File: config.mk
export PLATFORM = sky130hd
export DESIGN_NAME = atf_task_file
export DESIGN_NICKNAME = d
export VERILOG_FILES = /design/src/src/atf_task_file.v
export VERILOG_INCLUDE_DIRS = /design/src /design/src/src
export SDC_FILE = /design/constraint.sdc
export NUM_CORES = 1
export LEC_CHECK = 0
export BUFFER_PORTS_ARGS = -buffer_cell sky130_fd_sc_hd__clkbuf_2
export CAP_MARGIN = 20
export CORE_MARGIN = 2
export CORE_UTILIZATION = 30
export DETAILED_ROUTE_END_ITERATION = 7
export GPL_TIMING_DRIVEN = 0
export PLACE_DENSITY = 0.54
export SETUP_SLACK_MARGIN = 0.3
export SYNTH_ARGS = -nofsm -noshare
export SYNTH_HDL_FRONTEND = slang
export SYNTH_SLANG_ARGS = --single-unit
File: constraint.sdc
create_clock -name clk_sys -period 4.21 [get_ports clk_sys]
set_input_delay 0.842 -clock clk_sys [delete_from_list [all_inputs] [get_ports clk_sys]]
set_output_delay 0.842 -clock clk_sys [all_outputs]
set_load 0.03 [all_outputs]
File: src/src/atf_defs.vh
// atf_defs.vh: offsets, bit positions and codes of the task-file bank
// assumes: included by src/atf_task_file.v only
`ifndef ATF_DEFS_VH
`define ATF_DEFS_VH

// register offsets
`define ATF_OFS_SECTOR 4'h3
`define ATF_OFS_CYL_LO 4'h4
`define ATF_OFS_CYL_HI 4'h5
`define ATF_OFS_UNIT_HEAD 4'h6
`define ATF_OFS_STATUS 4'h7
`define ATF_OFS_CONTROL 4'hE
`define ATF_OFS_UNIT_ADDR 4'hF

// unit/head register fields
`define ATF_UH_FIX7 7
`define ATF_UH_LBA 6
`define ATF_UH_FIX5 5
`define ATF_UH_UNIT 4
`define ATF_UH_HEAD_HI 3
`define ATF_UH_HEAD_LO 0
`define ATF_UH_FIXED 8'hA0

// status fields
`define ATF_ST_BUSY 7
`define ATF_ST_RDY 6
`define ATF_ST_DWF 5
`define ATF_ST_DSC 4
`define ATF_ST_DRQ 3
`define ATF_ST_FIXED_DATA_FLAG 2
`define ATF_ST_IDX 1
`define ATF_ST_ERR 0

// control fields
`define ATF_CT_SRST 2
`define ATF_CT_IEN_N 1

// unit address readback fields
`define ATF_UA_WTG_N 6

// error register field
`define ATF_ER_ABORTED_FLAG 2

// reset values
`define ATF_RST_BYTE 8'h00
`define ATF_RST_UNIT_HEAD 8'hA0
`define ATF_UNMAPPED_READ 8'h00

// smart feature codes
`define ATF_SM_READ_DATA 8'hD0
`define ATF_SM_READ_THRESH 8'hD1
`define ATF_SM_AUTOSAVE 8'hD2
`define ATF_SM_READ_LOG 8'hD5
`define ATF_SM_WRITE_LOG 8'hD6
`define ATF_SM_ENABLE 8'hD8
`define ATF_SM_DISABLE 8'hD9
`define ATF_SM_STATUS 8'hDA

// smart signature bytes
`define ATF_SIG_LO 8'h4F
`define ATF_SIG_HI 8'hC2

// smart operation codes to the firmware side
`define ATF_OP_NONE 3'h0
`define ATF_OP_READ_DATA 3'h1
`define ATF_OP_READ_THRESH 3'h2
`define ATF_OP_AUTOSAVE 3'h3
`define ATF_OP_READ_LOG 3'h4
`define ATF_OP_WRITE_LOG 3'h5
`define ATF_OP_ENABLE 3'h6
`define ATF_OP_DISABLE 3'h7

`endif

File: src/src/atf_task_file.v
// atf_task_file.v: task-file register bank with address assembly,
// status, control, unit address readback and smart decode.
// assumes: host strobes come from interface logic on clk_sys, one cycle
// each; core flags and events are on clk_sys; smart setting storage
// is an outside non-volatile cell reached by a value level and a load pulse.
`timescale 1ns/100ps
`default_nettype none
`include "atf_defs.vh"

// Functional notes
// - offset 3 holds start sector or address bits 7..0.
// - offset 4 holds cylinder low or address bits 15..8.
// - offset 5 holds cylinder high or address bits 23..16.
// - unit/head bits 7 and 5 are always one.
// - unit/head bit 6 selects cylinder/head/sector (0) or block (1).
// - unit/head bits 3..0 are head number or address bits 27..24.
// - unit/head bit 4 selects unit 0 or unit 1.
// - status read at 7 clears pending interrupt; copy at Eh does not.
// - busy bit one means device owns command register and buffer.
// - ready bit clear from power-up until commands accepted.
// - status bit 5 reports a write fault.
// - status bit 3 requests a data word transfer.
// - status bit 2 reports a corrected error; reads continue.
// - status bit 1 reads zero; bit 0 flags previous command error.
// - control bit 2 holds soft reset until written back to zero.
// - control bit 1 masks interrupts when one; zero after reset.
// - readback bit 6 is zero while a write is in progress.
// - readback bits 5..2 invert unit/head bits 3..0.
// - readback bits 1,0 low when unit 1 or 0 active and selected.
// - smart sub-command decoded from the feature value.
// - smart enable/disable act only on matching signature bytes.
// - smart enabled setting kept in non-volatile storage.
// - invalid or blocked command sets abort error bit.
module atf_task_file (
    input wire clk_sys,
    input wire arst_n,
    // host register port
    input wire [3:0] reg_addr,
    input wire reg_rd,
    input wire reg_wr,
    input wire [7:0] reg_wdata,
    output reg [7:0] reg_rdata,
    // core state
    input wire core_busy,
    input wire core_ready,
    input wire data_request_flag,
    input wire write_fault_evt,
    input wire fixed_data_evt,
    input wire cmd_error_evt,
    input wire cmd_abort_evt,
    input wire cmd_start,
    input wire write_active,
    input wire [1:0] unit_present,
    input wire irq_evt,
    // smart command from the command register path
    input wire smart_cmd,
    input wire [7:0] feature_code,
    // non-volatile smart setting
    input wire smart_nv_state,
    output reg smart_nv_load,
    output reg smart_nv_value,
    // towards the core
    output reg [27:0] start_address,
    output reg lba_mode,
    output reg [3:0] head_number,
    output reg unit_select_bit,
    output reg soft_reset_active,
    output reg interrupt_mask_n,
    output wire card_irq,
    output reg [2:0] smart_op,
    output reg smart_op_valid,
    output reg smart_enabled,
    output reg aborted_flag
);

    reg rst_meta;
    reg rst_sync;
    reg [7:0] start_sector_lba_low;
    reg [7:0] cylinder_low_lba_mid;
    reg [7:0] cylinder_high_lba_high;
    reg [7:0] unit_head_select;
    reg ready_flag;
    reg write_fault_flag;
    reg fixed_data_flag;
    reg error_flag;
    reg irq_pending;
    reg nv_loaded;
    reg [7:0] next_rdata;
    reg [2:0] next_op;
    reg next_op_ok;
    wire [7:0] status_byte;
    wire [7:0] unit_address_readback;
    wire wr_hit_task;
    wire status_rd;
    wire smart_abort;
    wire sig_ok;

    // decode host write hit for a task-file offset
    function wr_hit;
        input [3:0] addr;
        input [3:0] ofs;
        input wr;
        begin
            wr_hit = wr && (addr == ofs);
        end
    endfunction

    // reset release through two flops
    always @(posedge clk_sys or negedge arst_n) begin
        if (!arst_n) begin
            rst_meta <= 1'b0;
            rst_sync <= 1'b0;
        end else begin
            rst_meta <= 1'b1;
            rst_sync <= rst_meta;
        end
    end

    // task-file writes are dropped while the core owns the bank
    assign wr_hit_task = reg_wr && !core_busy;

    // address registers; host locked out while busy
    always @(posedge clk_sys or negedge rst_sync) begin
        if (!rst_sync) begin
            start_sector_lba_low <= `ATF_RST_BYTE;
            cylinder_low_lba_mid <= `ATF_RST_BYTE;
            cylinder_high_lba_high <= `ATF_RST_BYTE;
            unit_head_select <= `ATF_RST_UNIT_HEAD;
        end else begin
            if (wr_hit(reg_addr, `ATF_OFS_SECTOR, wr_hit_task)) begin
                start_sector_lba_low <= reg_wdata;
            end
            if (wr_hit(reg_addr, `ATF_OFS_CYL_LO, wr_hit_task)) begin
                cylinder_low_lba_mid <= reg_wdata;
            end
            if (wr_hit(reg_addr, `ATF_OFS_CYL_HI, wr_hit_task)) begin
                cylinder_high_lba_high <= reg_wdata;
            end
            if (wr_hit(reg_addr, `ATF_OFS_UNIT_HEAD, wr_hit_task)) begin
                unit_head_select <= reg_wdata | `ATF_UH_FIXED;
            end
        end
    end

    // address assembly for the next command
    always @(posedge clk_sys or negedge rst_sync) begin
        if (!rst_sync) begin
            start_address <= 28'h0000000;
            lba_mode <= 1'b0;
            head_number <= 4'h0;
            unit_select_bit <= 1'b0;
        end else begin
            start_address <= {
                unit_head_select[`ATF_UH_HEAD_HI:`ATF_UH_HEAD_LO],
                cylinder_high_lba_high,
                cylinder_low_lba_mid,
                start_sector_lba_low};
            lba_mode <= unit_head_select[`ATF_UH_LBA];
            head_number <=
                unit_head_select[`ATF_UH_HEAD_HI:`ATF_UH_HEAD_LO];
            unit_select_bit <= unit_head_select[`ATF_UH_UNIT];
        end
    end

    // control register; writable even while busy so reset can break in
    always @(posedge clk_sys or negedge rst_sync) begin
        if (!rst_sync) begin
            soft_reset_active <= 1'b0;
            interrupt_mask_n <= 1'b0;
        end else if (wr_hit(reg_addr, `ATF_OFS_CONTROL, reg_wr)) begin
            soft_reset_active <= reg_wdata[`ATF_CT_SRST];
            interrupt_mask_n <= reg_wdata[`ATF_CT_IEN_N];
        end
    end

    // status flags; a setting event wins over a clear, except that soft reset wins over core_ready for ready
    always @(posedge clk_sys or negedge rst_sync) begin
        if (!rst_sync) begin
            ready_flag <= 1'b0;
            write_fault_flag <= 1'b0;
            fixed_data_flag <= 1'b0;
            error_flag <= 1'b0;
            aborted_flag <= 1'b0;
        end else begin
            // ready stays low for as long as soft reset is held
            if (soft_reset_active) begin
                ready_flag <= 1'b0;
            end else if (core_ready) begin
                ready_flag <= 1'b1;
            end
            if (write_fault_evt) begin
                write_fault_flag <= 1'b1;
            end else if (cmd_start || soft_reset_active) begin
                write_fault_flag <= 1'b0;
            end
            if (fixed_data_evt) begin
                fixed_data_flag <= 1'b1;
            end else if (cmd_start || soft_reset_active) begin
                fixed_data_flag <= 1'b0;
            end
            if (cmd_error_evt || cmd_abort_evt || smart_abort) begin
                error_flag <= 1'b1;
            end else if (cmd_start || soft_reset_active) begin
                error_flag <= 1'b0;
            end
            if (cmd_abort_evt || smart_abort) begin
                aborted_flag <= 1'b1;
            end else if (cmd_start || soft_reset_active) begin
                aborted_flag <= 1'b0;
            end
        end
    end

    // busy leaves the other bits live; the host must ignore them
    assign status_byte = {
        core_busy,
        ready_flag,
        write_fault_flag,
        ready_flag,
        data_request_flag,
        fixed_data_flag,
        1'b0,
        error_flag
    };

    // bit 7 driven low; a shared floppy port may own it
    assign unit_address_readback = {
        1'b0,
        !write_active,
        ~unit_head_select[`ATF_UH_HEAD_HI:`ATF_UH_HEAD_LO],
        !(unit_present[1] && unit_head_select[`ATF_UH_UNIT]),
        !(unit_present[0] && !unit_head_select[`ATF_UH_UNIT])
    };

    // only the primary status read clears; the shadow copy does not
    assign status_rd = reg_rd && (reg_addr == `ATF_OFS_STATUS);

    // pending interrupt; a new event wins over the clearing read
    always @(posedge clk_sys or negedge rst_sync) begin
        if (!rst_sync) begin
            irq_pending <= 1'b0;
        end else if (irq_evt) begin
            irq_pending <= 1'b1;
        end else if (status_rd || soft_reset_active) begin
            irq_pending <= 1'b0;
        end
    end

    // masking hides the line but keeps the pending bit
    assign card_irq = irq_pending && !interrupt_mask_n;

    // read data mux
    always @* begin
        case (reg_addr)
            `ATF_OFS_SECTOR: next_rdata = start_sector_lba_low;
            `ATF_OFS_CYL_LO: next_rdata = cylinder_low_lba_mid;
            `ATF_OFS_CYL_HI: next_rdata = cylinder_high_lba_high;
            `ATF_OFS_UNIT_HEAD: next_rdata = unit_head_select;
            `ATF_OFS_STATUS: next_rdata = status_byte;
            `ATF_OFS_CONTROL: next_rdata = status_byte;
            `ATF_OFS_UNIT_ADDR: next_rdata = unit_address_readback;
            default: next_rdata = `ATF_UNMAPPED_READ;
        endcase
    end

    // read data holds until the next read strobe
    always @(posedge clk_sys or negedge rst_sync) begin
        if (!rst_sync) begin
            reg_rdata <= `ATF_RST_BYTE;
        end else if (reg_rd) begin
            reg_rdata <= next_rdata;
        end
    end

    // smart sub-command decode
    assign sig_ok = (cylinder_low_lba_mid == `ATF_SIG_LO) &&
        (cylinder_high_lba_high == `ATF_SIG_HI);

    // unknown feature codes fall to the abort path
    always @* begin
        next_op = `ATF_OP_NONE;
        next_op_ok = 1'b1;
        case (feature_code)
            `ATF_SM_READ_DATA: next_op = `ATF_OP_READ_DATA;
            `ATF_SM_READ_THRESH: next_op = `ATF_OP_READ_THRESH;
            `ATF_SM_AUTOSAVE: next_op = `ATF_OP_AUTOSAVE;
            `ATF_SM_READ_LOG: next_op = `ATF_OP_READ_LOG;
            `ATF_SM_WRITE_LOG: next_op = `ATF_OP_WRITE_LOG;
            `ATF_SM_ENABLE: next_op = `ATF_OP_ENABLE;
            `ATF_SM_DISABLE: next_op = `ATF_OP_DISABLE;
            `ATF_SM_STATUS: next_op = `ATF_OP_NONE;
            default: next_op_ok = 1'b0;
        endcase
        if (!sig_ok) begin
            next_op_ok = 1'b0;
        end
    end

    // a bad code or signature refuses the command as a whole
    assign smart_abort = smart_cmd && !next_op_ok;

    // status code DA reuses op none with a valid strobe
    always @(posedge clk_sys or negedge rst_sync) begin
        if (!rst_sync) begin
            smart_op <= `ATF_OP_NONE;
            smart_op_valid <= 1'b0;
        end else begin
            smart_op_valid <= smart_cmd && next_op_ok;
            if (smart_cmd && next_op_ok) begin
                smart_op <= next_op;
            end
        end
    end

    // smart setting: taken from storage after reset release, written back
    always @(posedge clk_sys or negedge rst_sync) begin
        if (!rst_sync) begin
            nv_loaded <= 1'b0;
            smart_enabled <= 1'b0;
            smart_nv_load <= 1'b0;
            smart_nv_value <= 1'b0;
        end else begin
            smart_nv_load <= 1'b0;
            // storage read once, on the first clock after reset release, the same edge a host access can first land on
            if (!nv_loaded) begin
                nv_loaded <= 1'b1;
                smart_enabled <= smart_nv_state;
            end else if (smart_cmd && next_op_ok &&
                (next_op == `ATF_OP_ENABLE ||
                next_op == `ATF_OP_DISABLE)) begin
                smart_enabled <= (next_op == `ATF_OP_ENABLE);
                smart_nv_value <= (next_op == `ATF_OP_ENABLE);
                smart_nv_load <= 1'b1;
            end
        end
    end

endmodule
`default_nettype wire

# Yosys cells after proc, flatten, opt, wreduce, memory -nomap -nowiden
# Cells that the tools add are included.
# classes
n_eq_ne	20
muxes	17
n_bitwise	1
reduce_logical	36
# ops
operator	count
equality test 8 bit, second input constant	9
case mux 8 bit (6 select lines)	1
case mux 3 bit (7 select lines)	1
equality test 4 x 3 -> 1 bit, second input constant	4
two-way mux 1 bit	15
logical AND 1 bit	14
nonzero test 2 bit	6
equality test 4 bit, second input constant	2
equality test 8 x 7 -> 1 bit, second input constant	1
OR reduction 8 bit	1
zero test 1 bit	7
equality test 3 bit, second input constant	2
logical OR 1 bit	6
equality test 4 x 2 -> 1 bit, second input constant	1
inverter 4 bit	1
!= test 2 x 1 -> 1 bit, second input constant	1
AND reduction 2 bit	1
OR reduction 2 bit	1
# word_totals
register_bits	90
inputBits	38
word_cells	99

# Logic depth before layout (Yosys ltp)
# Gate-level depths: netlist (run 1).
# depth
word_depth	8
ltp_mapped	6
ltp_nobuf	4

# Worst setup path before layout (run 1)
# No wires, ideal clock.
# synth_path
kind	input to register
start	input reg_addr[3]
end	register cylinder_high_lba_high[0]
t_arrival_ns	2.001
required_time_ns	4.085
setup_slack_ns	2.084
stages	4
n_path_buf	1
path_cell_list	clkbuf_1 -> nor3b_2 -> nand3_1 -> mux2_2
# synth_via
elab_chain_len	2
# synth_lines
element	line_no	text
start: declaration	atf_task_file.v:38	input wire [3:0] reg_addr,
equality test 4 x 3 -> 1 bit	atf_task_file.v:104	wr_hit = wr && (addr == ofs);
logical AND 1 bit	atf_task_file.v:104	
end signal: assignment	atf_task_file.v:127	cylinder_high_lba_high <= `ATF_RST_BYTE;
end signal: assignment	atf_task_file.v:137	cylinder_high_lba_high <= reg_wdata;
end: declaration	atf_task_file.v:80	reg [7:0] cylinder_high_lba_high;
# Every way passes these cells.
# A chain may end at the register's enable or synchronous reset.

# Final worst setup path (run 1)
# layout_path
start	input reg_addr[3]
end	register start_sector_lba_low[5]
# layout_via
elab_chain_len	2
# layout_lines
element	line_no	text
equality test 4 x 2 -> 1 bit	atf_task_file.v:104	
logical AND 1 bit	atf_task_file.v:104	
end signal: assignment	atf_task_file.v:125	start_sector_lba_low <= `ATF_RST_BYTE;
end signal: assignment	atf_task_file.v:131	start_sector_lba_low <= reg_wdata;
end: declaration	atf_task_file.v:78	reg [7:0] start_sector_lba_low;
# Every way passes these cells.

==> metrics.txt, run 1 <==
status=finished with violations; failing checks=design-rule violations; peak supply drop=0.0002265 V; vias=2613; Fill cells=1149; most area-consuming cells after synthesis=dfrtp_1, mux2_2, mux2i_1; DR vias/cell=4.987; Post-synth EDFFs=0; RSZ-0062 raised after global routing=no; number of remaining DRC errors=6; wl on met1=4230 µm; register area=0.002156 mm²; area leader, netlist=dfrtp_1; num rows=39; Top Layer Used=met4; post-synthesis cell type count=55; Post-CTS Setup Inserts=0; All-Layer GR Usage=14.68%; met2 wire length=around 4200 µm; Clock transition at path regs=roughly 0.060 ns; most frequent cell after synthesis=dfrtp_1; Antenna Nets Post-Route=0; metal3 WL=602 µm; initial antenna violation count=0; Seq/Total Area, Yosys=approximately three fifths; Initial Utilization=roughly 31%; clk buf depth=2; 1st-iter DRT viols=118; total grt overflow=0; PostCTS Resize Cnt=0; Die Span Y=113.0 µm; CTS tree=yes; PwrDens=516.1 mW/mm²; DP Worst Slack=1.412 ns; leakage power=0.002197 µW; # port buffers=89; Num CTS Buffers=9; crit share post-route=57.94%; Yosys top cell area share=60.39%; final setup fails=0; area added between synthesis and finish=27.07%; Clock Latency Late Sink=0.33 ns; Buf+Inv Stages, Crit Path=2; Cells after Synth=275; core area=0.01152 mm²; mean cell area of the mapped netlist=12.96 µm²; first-pass GRT wire length=approximately 15000 µm; Critical Path AT=2.65 ns; worst-path cell chain=clkbuf_2 > clkbuf_1 > nor3_1 > nand2_1 > mux2_1; Worst-Margin Slew=0.5978 ns; final cell count without fillers=524; Most used DFF post-synth=dfrtp_1; final setup TNS=0 ns; largest net degree at the start of global routing=61; Finished Core Util=between 30% and 40%; vias in the first global route=between 2k and 3k; Syn. warnings=0; slowest stage delay, CP=roughly 0.56 ns; Synth async-reset ratio=100.0%; placed cells=about 510; Period minus WS final=approximately 2.4 ns; Final Skew=0.004333 ns; relative slew slack=59.84%; routability cong.=0.8321; WL final=9143 µm; DR pass1 iterations=6; hold_buf cts=0; Post-synth top cells=dfrtp_1, mux2_2, nor2_1; Final WS setup=1.771 ns; number of synthesized register bits=86; crit path kind=in -> reg; # Max-Cap Violations=0; die area=0.01277 mm²; IO Pins=between 90 and 100; CTS sink count=86; H-tree levels=3; HPWL Detailed=6835 µm; Worst setup SP type=primary input; final hold vios=0; CP delay by family, top=simple AND/OR/NAND/NOR gates; footprint of the multi-input gates=~0.0013 mm²; Critical Path RT=approximately 4.4 ns; Nets=415; Hold Path Class=reg -> async; Max stage delay cell, worst path=nor3_1; Critical Path Sink Type=flop; Slew Viols, Final=0; root buf cell=clkbuf_16; die width=113.0 µm; WL per Instance=approximately 17 µm; Max Freq=410.0 MHz; Cell Area, Synth=0.003563 mm²; Antenna diodes=0; share of layout cells above drive strength 1=between 30% and 40%; CP max FO=10
-- cells in the final DEF, fill, tap and decap left out, drive strengths merged, types with 2 or more instances in the layout --
master,count
nor2b,6
nand3b,3
nand3,6
bufinv,2
nand4,4
mux2i,5
a31oi,3
o21a,2
buf,9
conb,2
mux2,38
o2bb2ai,3
inv,12
nor2,13
a221oi,2
clkbuf,104
a21oi,6
nand4b,2
or3b,2
nand2,11
o32a,3
dfrtp,86
and3b,2
nand2b,5
o211ai,4
a22oi,5
o22ai,4
o21ai,5
and3,2
a21o,3
nor4bb,2
nor3b,4
nor3,3
nor4,2
-- layer usage --
layer,vias up,global-route usage (%)
met2,84,22.65
met4,0,4.878
met1,1313,20.01
met5,-,0
met3,7,4.231
li1,1209,-
-- report_power, final --
group | total (µW) | leakage (µW) | switching [µW] | internal [µW]
Combinational | 456 | 0.000968 | 288 | 168
Clock | 819 | 0.000146 | 303 | 516
Sequential | 1060 | 0.00108 | 103 | 958
Total | 2340 | 0.00220 | 695 | 1640
-- sequential cells by signal, summed over array words and instances (netlist names), 3 cells and up --
signal and cells:
start_sector_lba_low 8, head_number 4, cylinder_high_lba_high 8, cylinder_low_lba_mid 8, smart_op 3, reg_rdata 8
unit_head_select 6, start_address 24
-- final timing paths --
path | end | slack (ns) | start | depth (start not counted)
worst max-delay path | start_sector_lba_low[5]$_DFFE_PN0P_ | 1.77 | reg_addr[3] | 5
worst min-delay path | start_address[11]$_DFF_PN0_ | 0.24 | rst_sync$_DFF_PN0_ | 0
worst max register to register | aborted_flag$_DFFE_PN0P_ | 2.18 | cylinder_low_lba_mid[7]$_DFFE_PN0P_ | 4
worst min register to register | start_address[11]$_DFF_PN0_ | 0.24 | rst_sync$_DFF_PN0_ | 0
max in group asynchronous | reg_rdata[5]$_DFFE_PN0P_ | 3.37 | rst_sync$_DFF_PN0_ | 1
min in group clk_sys | rst_sync$_DFF_PN0_ | 0.35 | rst_meta$_DFF_PN0_ | 0
-- stage by stage --
stage | area [µm²] | hold WS (ns) | total power (µW)
global placement | 4192 | 0.3379 | 1526
finish | 4528 | 0.2397 | 2337
floorplan | 3567 | 0.3312 | 1357
CTS | 4528 | 0.2584 | 2357
global route | 4528 | 0.2784 | 2437
detailed placement | 4223 | 0.2531 | 1535
-- final cells by class --
class,instances,area share [%]
plain buffers,12,1.409
clock buffers,11,5.140
clock inverters,4,1.603
inverters,12,0.9948
multi-input cells,166,28.85
flip-flops and latches,86,47.61
well taps,143,3.951
repair buffers,90,10.44
-- kinds of logic (layout without fill, tap and decap cells) --
group           Yosys count  count (layout)  synth area share, %
flops                    86              86                60.39
simple gates             70              70                12.39
compound gates           50              50                10.39
mux                      43              43                13.41
buf+inv                  24             129                3.054
other cells               1               2               0.1052
xor+xnor                  1               1               0.2458
Power figures use the tool's default switching activity.
==> inputs of run 2 (changes only) <==
PLACE_DENSITY = 0.56   (was 0.54)
clock period = 2.2 ns   (was 4.21 ns; I/O delays follow)
==> run 2 against run 1 <==
  * The flow still finishes with violations (design-rule violations)
  * Combinational power rose by 100%
  * Global-route usage increased by 0.77 points
  * First-iteration DRC count decreased by 24%
  * Core utilization increased by 1.0 points
  * Non-clock buffer count rose by 12
  * Flip-flop and latch count unchanged
  * Die area stayed put
  * Cell count up 2.5%
  * Power rose by 87%
  * Critical path type is now reg -> reg
  * Routed wire length rose by 2.0%
  * Via count up 1.4%
  * Sequential share of layout area decreased by 1.2 points
==> metrics.txt, run 2 (synthesized netlist as in run 1, its figures left out) <==
crit path from=cylinder_low_lba_mid[4]$_DFFE_PN0P_; IO Pins=91 (unchanged); PwrDens=940.9 mW/mm² (+82%); total grt overflow=0 (unchanged); final hold vios=0 (unchanged); WL final=9322 µm (+2.0%); Max stage delay cell, worst path=or4b_4; root buf cell=clkbuf_16; 1st-iter DRT viols=90 (-24%); Final Skew=0.007525 ns (+0.003192 ns); final setup TNS=0 ns (unchanged); largest net degree at the start of global routing=44 (-28%); H-tree levels=3 (unchanged); CTS tree=yes; Sw Ratio=31.05% (+1.3 points); Worst-Margin Slew=0.5548 ns (-0.04292 ns); Period minus WS final=approximately 1.9 ns; Most flops, register=start_address; R2R depth=5 (+1); slowest stage delay, CP=0.56 ns (about the same); DR pass1 iterations=6 (unchanged); leakage power=0.002260 µW (+2.9%); Worst setup SP type=flop; CTS sink count=86 (unchanged); Critical Path RT=2.42 ns (-2.00 ns); Switch Pwr=1356 µW (+95%); Antenna Nets Post-Route=0 (unchanged); routability cong.=0.8698 (+4.5%); worst-path cell chain=or4b_4 > nor4_4 > buf_4 > nand4_1 > a221o_1; internal power=3012 µW (+83%); WL per Instance=17.36 µm (-0.51%); clk buf depth=2 (unchanged); commonest non-fill, non-tap cell in the layout=clkbuf_2; num rows=39 (unchanged); first-pass GRT wire length=15090 µm (+4.0%); Clock Latency Late Sink=0.34 ns (about the same); crit path kind=reg -> reg; Seq pwr share=46.5% (+1.1 points); CP delay by family, top=simple AND/OR/NAND/NOR gates; DP Worst Slack=-0.2696 ns (-1.682 ns); Num CTS Buffers=9 (unchanged); # port buffers=89 (unchanged); Final WS setup=0.2908 ns (-1.480 ns); most frequent cells in the layout=clkbuf_2, dfrtp_1, mux2_2; Slew Viols, Final=0 (unchanged); clock power share=32.7% (-2.3 points); failing checks=design-rule violations; Critical Path AT=2.13 ns (-0.52 ns); combinational power share=20.9% (+1.4 points); initial antenna violation count=0 (unchanged); # Max-Cap Violations=0 (unchanged); vias in the first global route=2732 (-0.15%); Critical Path Sink Type=flop; peak supply drop=0.0003232 V (+43%); number of remaining DRC errors=9 (+3); Buf+Inv Stages, Crit Path=1 (-1); Clock transition at path regs=0.06 ns (about the same); max reg flops=24 (unchanged); placed standard-cell area=0.004215 mm² (-0.18%); relative slew slack=63.01% (+3.2 points); reg-to-reg startpoint=cylinder_low_lba_mid[4]$_DFFE_PN0P_; Antenna diodes=0 (unchanged); final instance area=0.004643 mm² (+2.5%); Hold Path Origin=fixed_data_evt; HPWL Detailed=7022 µm (+2.7%); die width=113.0 µm (unchanged); final setup fails=0 (unchanged); status=finished with violations; Initial Utilization=30.94% (unchanged); DR vias/cell=4.933 (-1.1%); placed cells=509 (unchanged); Max Freq=523.8 MHz; Worst path depth=5 (unchanged); RSZ-0062 raised after global routing=yes; final cell count without fillers=537 (+2.5%); CP max FO=4 (-6); crit share post-route=between 80 and 90%; Hold Path Class=in -> reg; die area=0.01277 mm² (unchanged); share of layout cells above drive strength 1=44.16% (+4.3 points); vias=2649 (+1.4%); Nets=427 (+2.9%); worst hold path depth=2; All-Layer GR Usage=15.45% (+0.77 points); Reg2Reg Setup Slack=0.29 ns (-1.89 ns); core area=0.01152 mm² (unchanged); Die Span Y=113.0 µm (unchanged); area added between synthesis and finish=30.30%
-- run 2: what timing repair did --
| item | in CTS | in global routing |
|---|---|---|
| pin swaps | 7 | 5 |
| hold endpoints to repair | 2 | 0 |
| gates resized for setup | 6 | 7 |
| gates cloned | 0 | 0 |
| hold buffers | 1 | 0 |
| setup buffers | 6 | 5 |
| setup endpoints to repair | 29 | 15 |
-- run 2: power by group through the flow --
stage          clock (µW)  combinational, µW  sequential [µW]
5_1_grt              1530                976             2070
6_report             1430                912             2030
4_1_cts              1460                899             2040
2_1_floorplan           0                326             2270
3_5_place_dp            0                868             2070
3_3_place_gp            0                841             2080
-- run 2: per-layer routing --
layer	GRT usage, %	vias to the layer above	wire length, µm	share of wire, %
met5	0	-	0	0
li1	-	1235	-	-
met4	5.285	0	131	1.4
met3	4.124	13	704	7.6
met2	23.33	105	4133	44
met1	21.62	1296	4352	47
-- run 2: through the flow --
step	hold WS [ns]	total power, µW	utilization [%]
floorplan	0.1444	2597	-
global placement	0.2259	2920	36.41
detailed placement	0.2281	2941	36.60
CTS	0.2914	4397	39.77
global route	0.2980	4575	40.32
finish	0.2944	4369	40.32
-- run 2: cell type report --
class	count	area (µm²)
multi-input cells	166	1348
plain buffers	12	66.31
clock buffers	12	256.5
flip-flops and latches	86	2156
clock inverters	4	31.28
repair buffers	102	561.8
inverters	12	45.04
fillers	1133	6873
well taps	143	178.9
-- run 2: final timing paths --
check | end
setup / recovery | aborted_flag$_DFFE_PN0P_
hold / removal | fixed_data_flag$_DFFE_PN0P_
setup reg to reg | aborted_flag$_DFFE_PN0P_
hold reg to reg | cylinder_high_lba_high[1]$_DFFE_PN0P_
max in group asynchronous | unit_head_select[2]$_DFFE_PN0P_
min in group asynchronous | cylinder_high_lba_high[1]$_DFFE_PN0P_
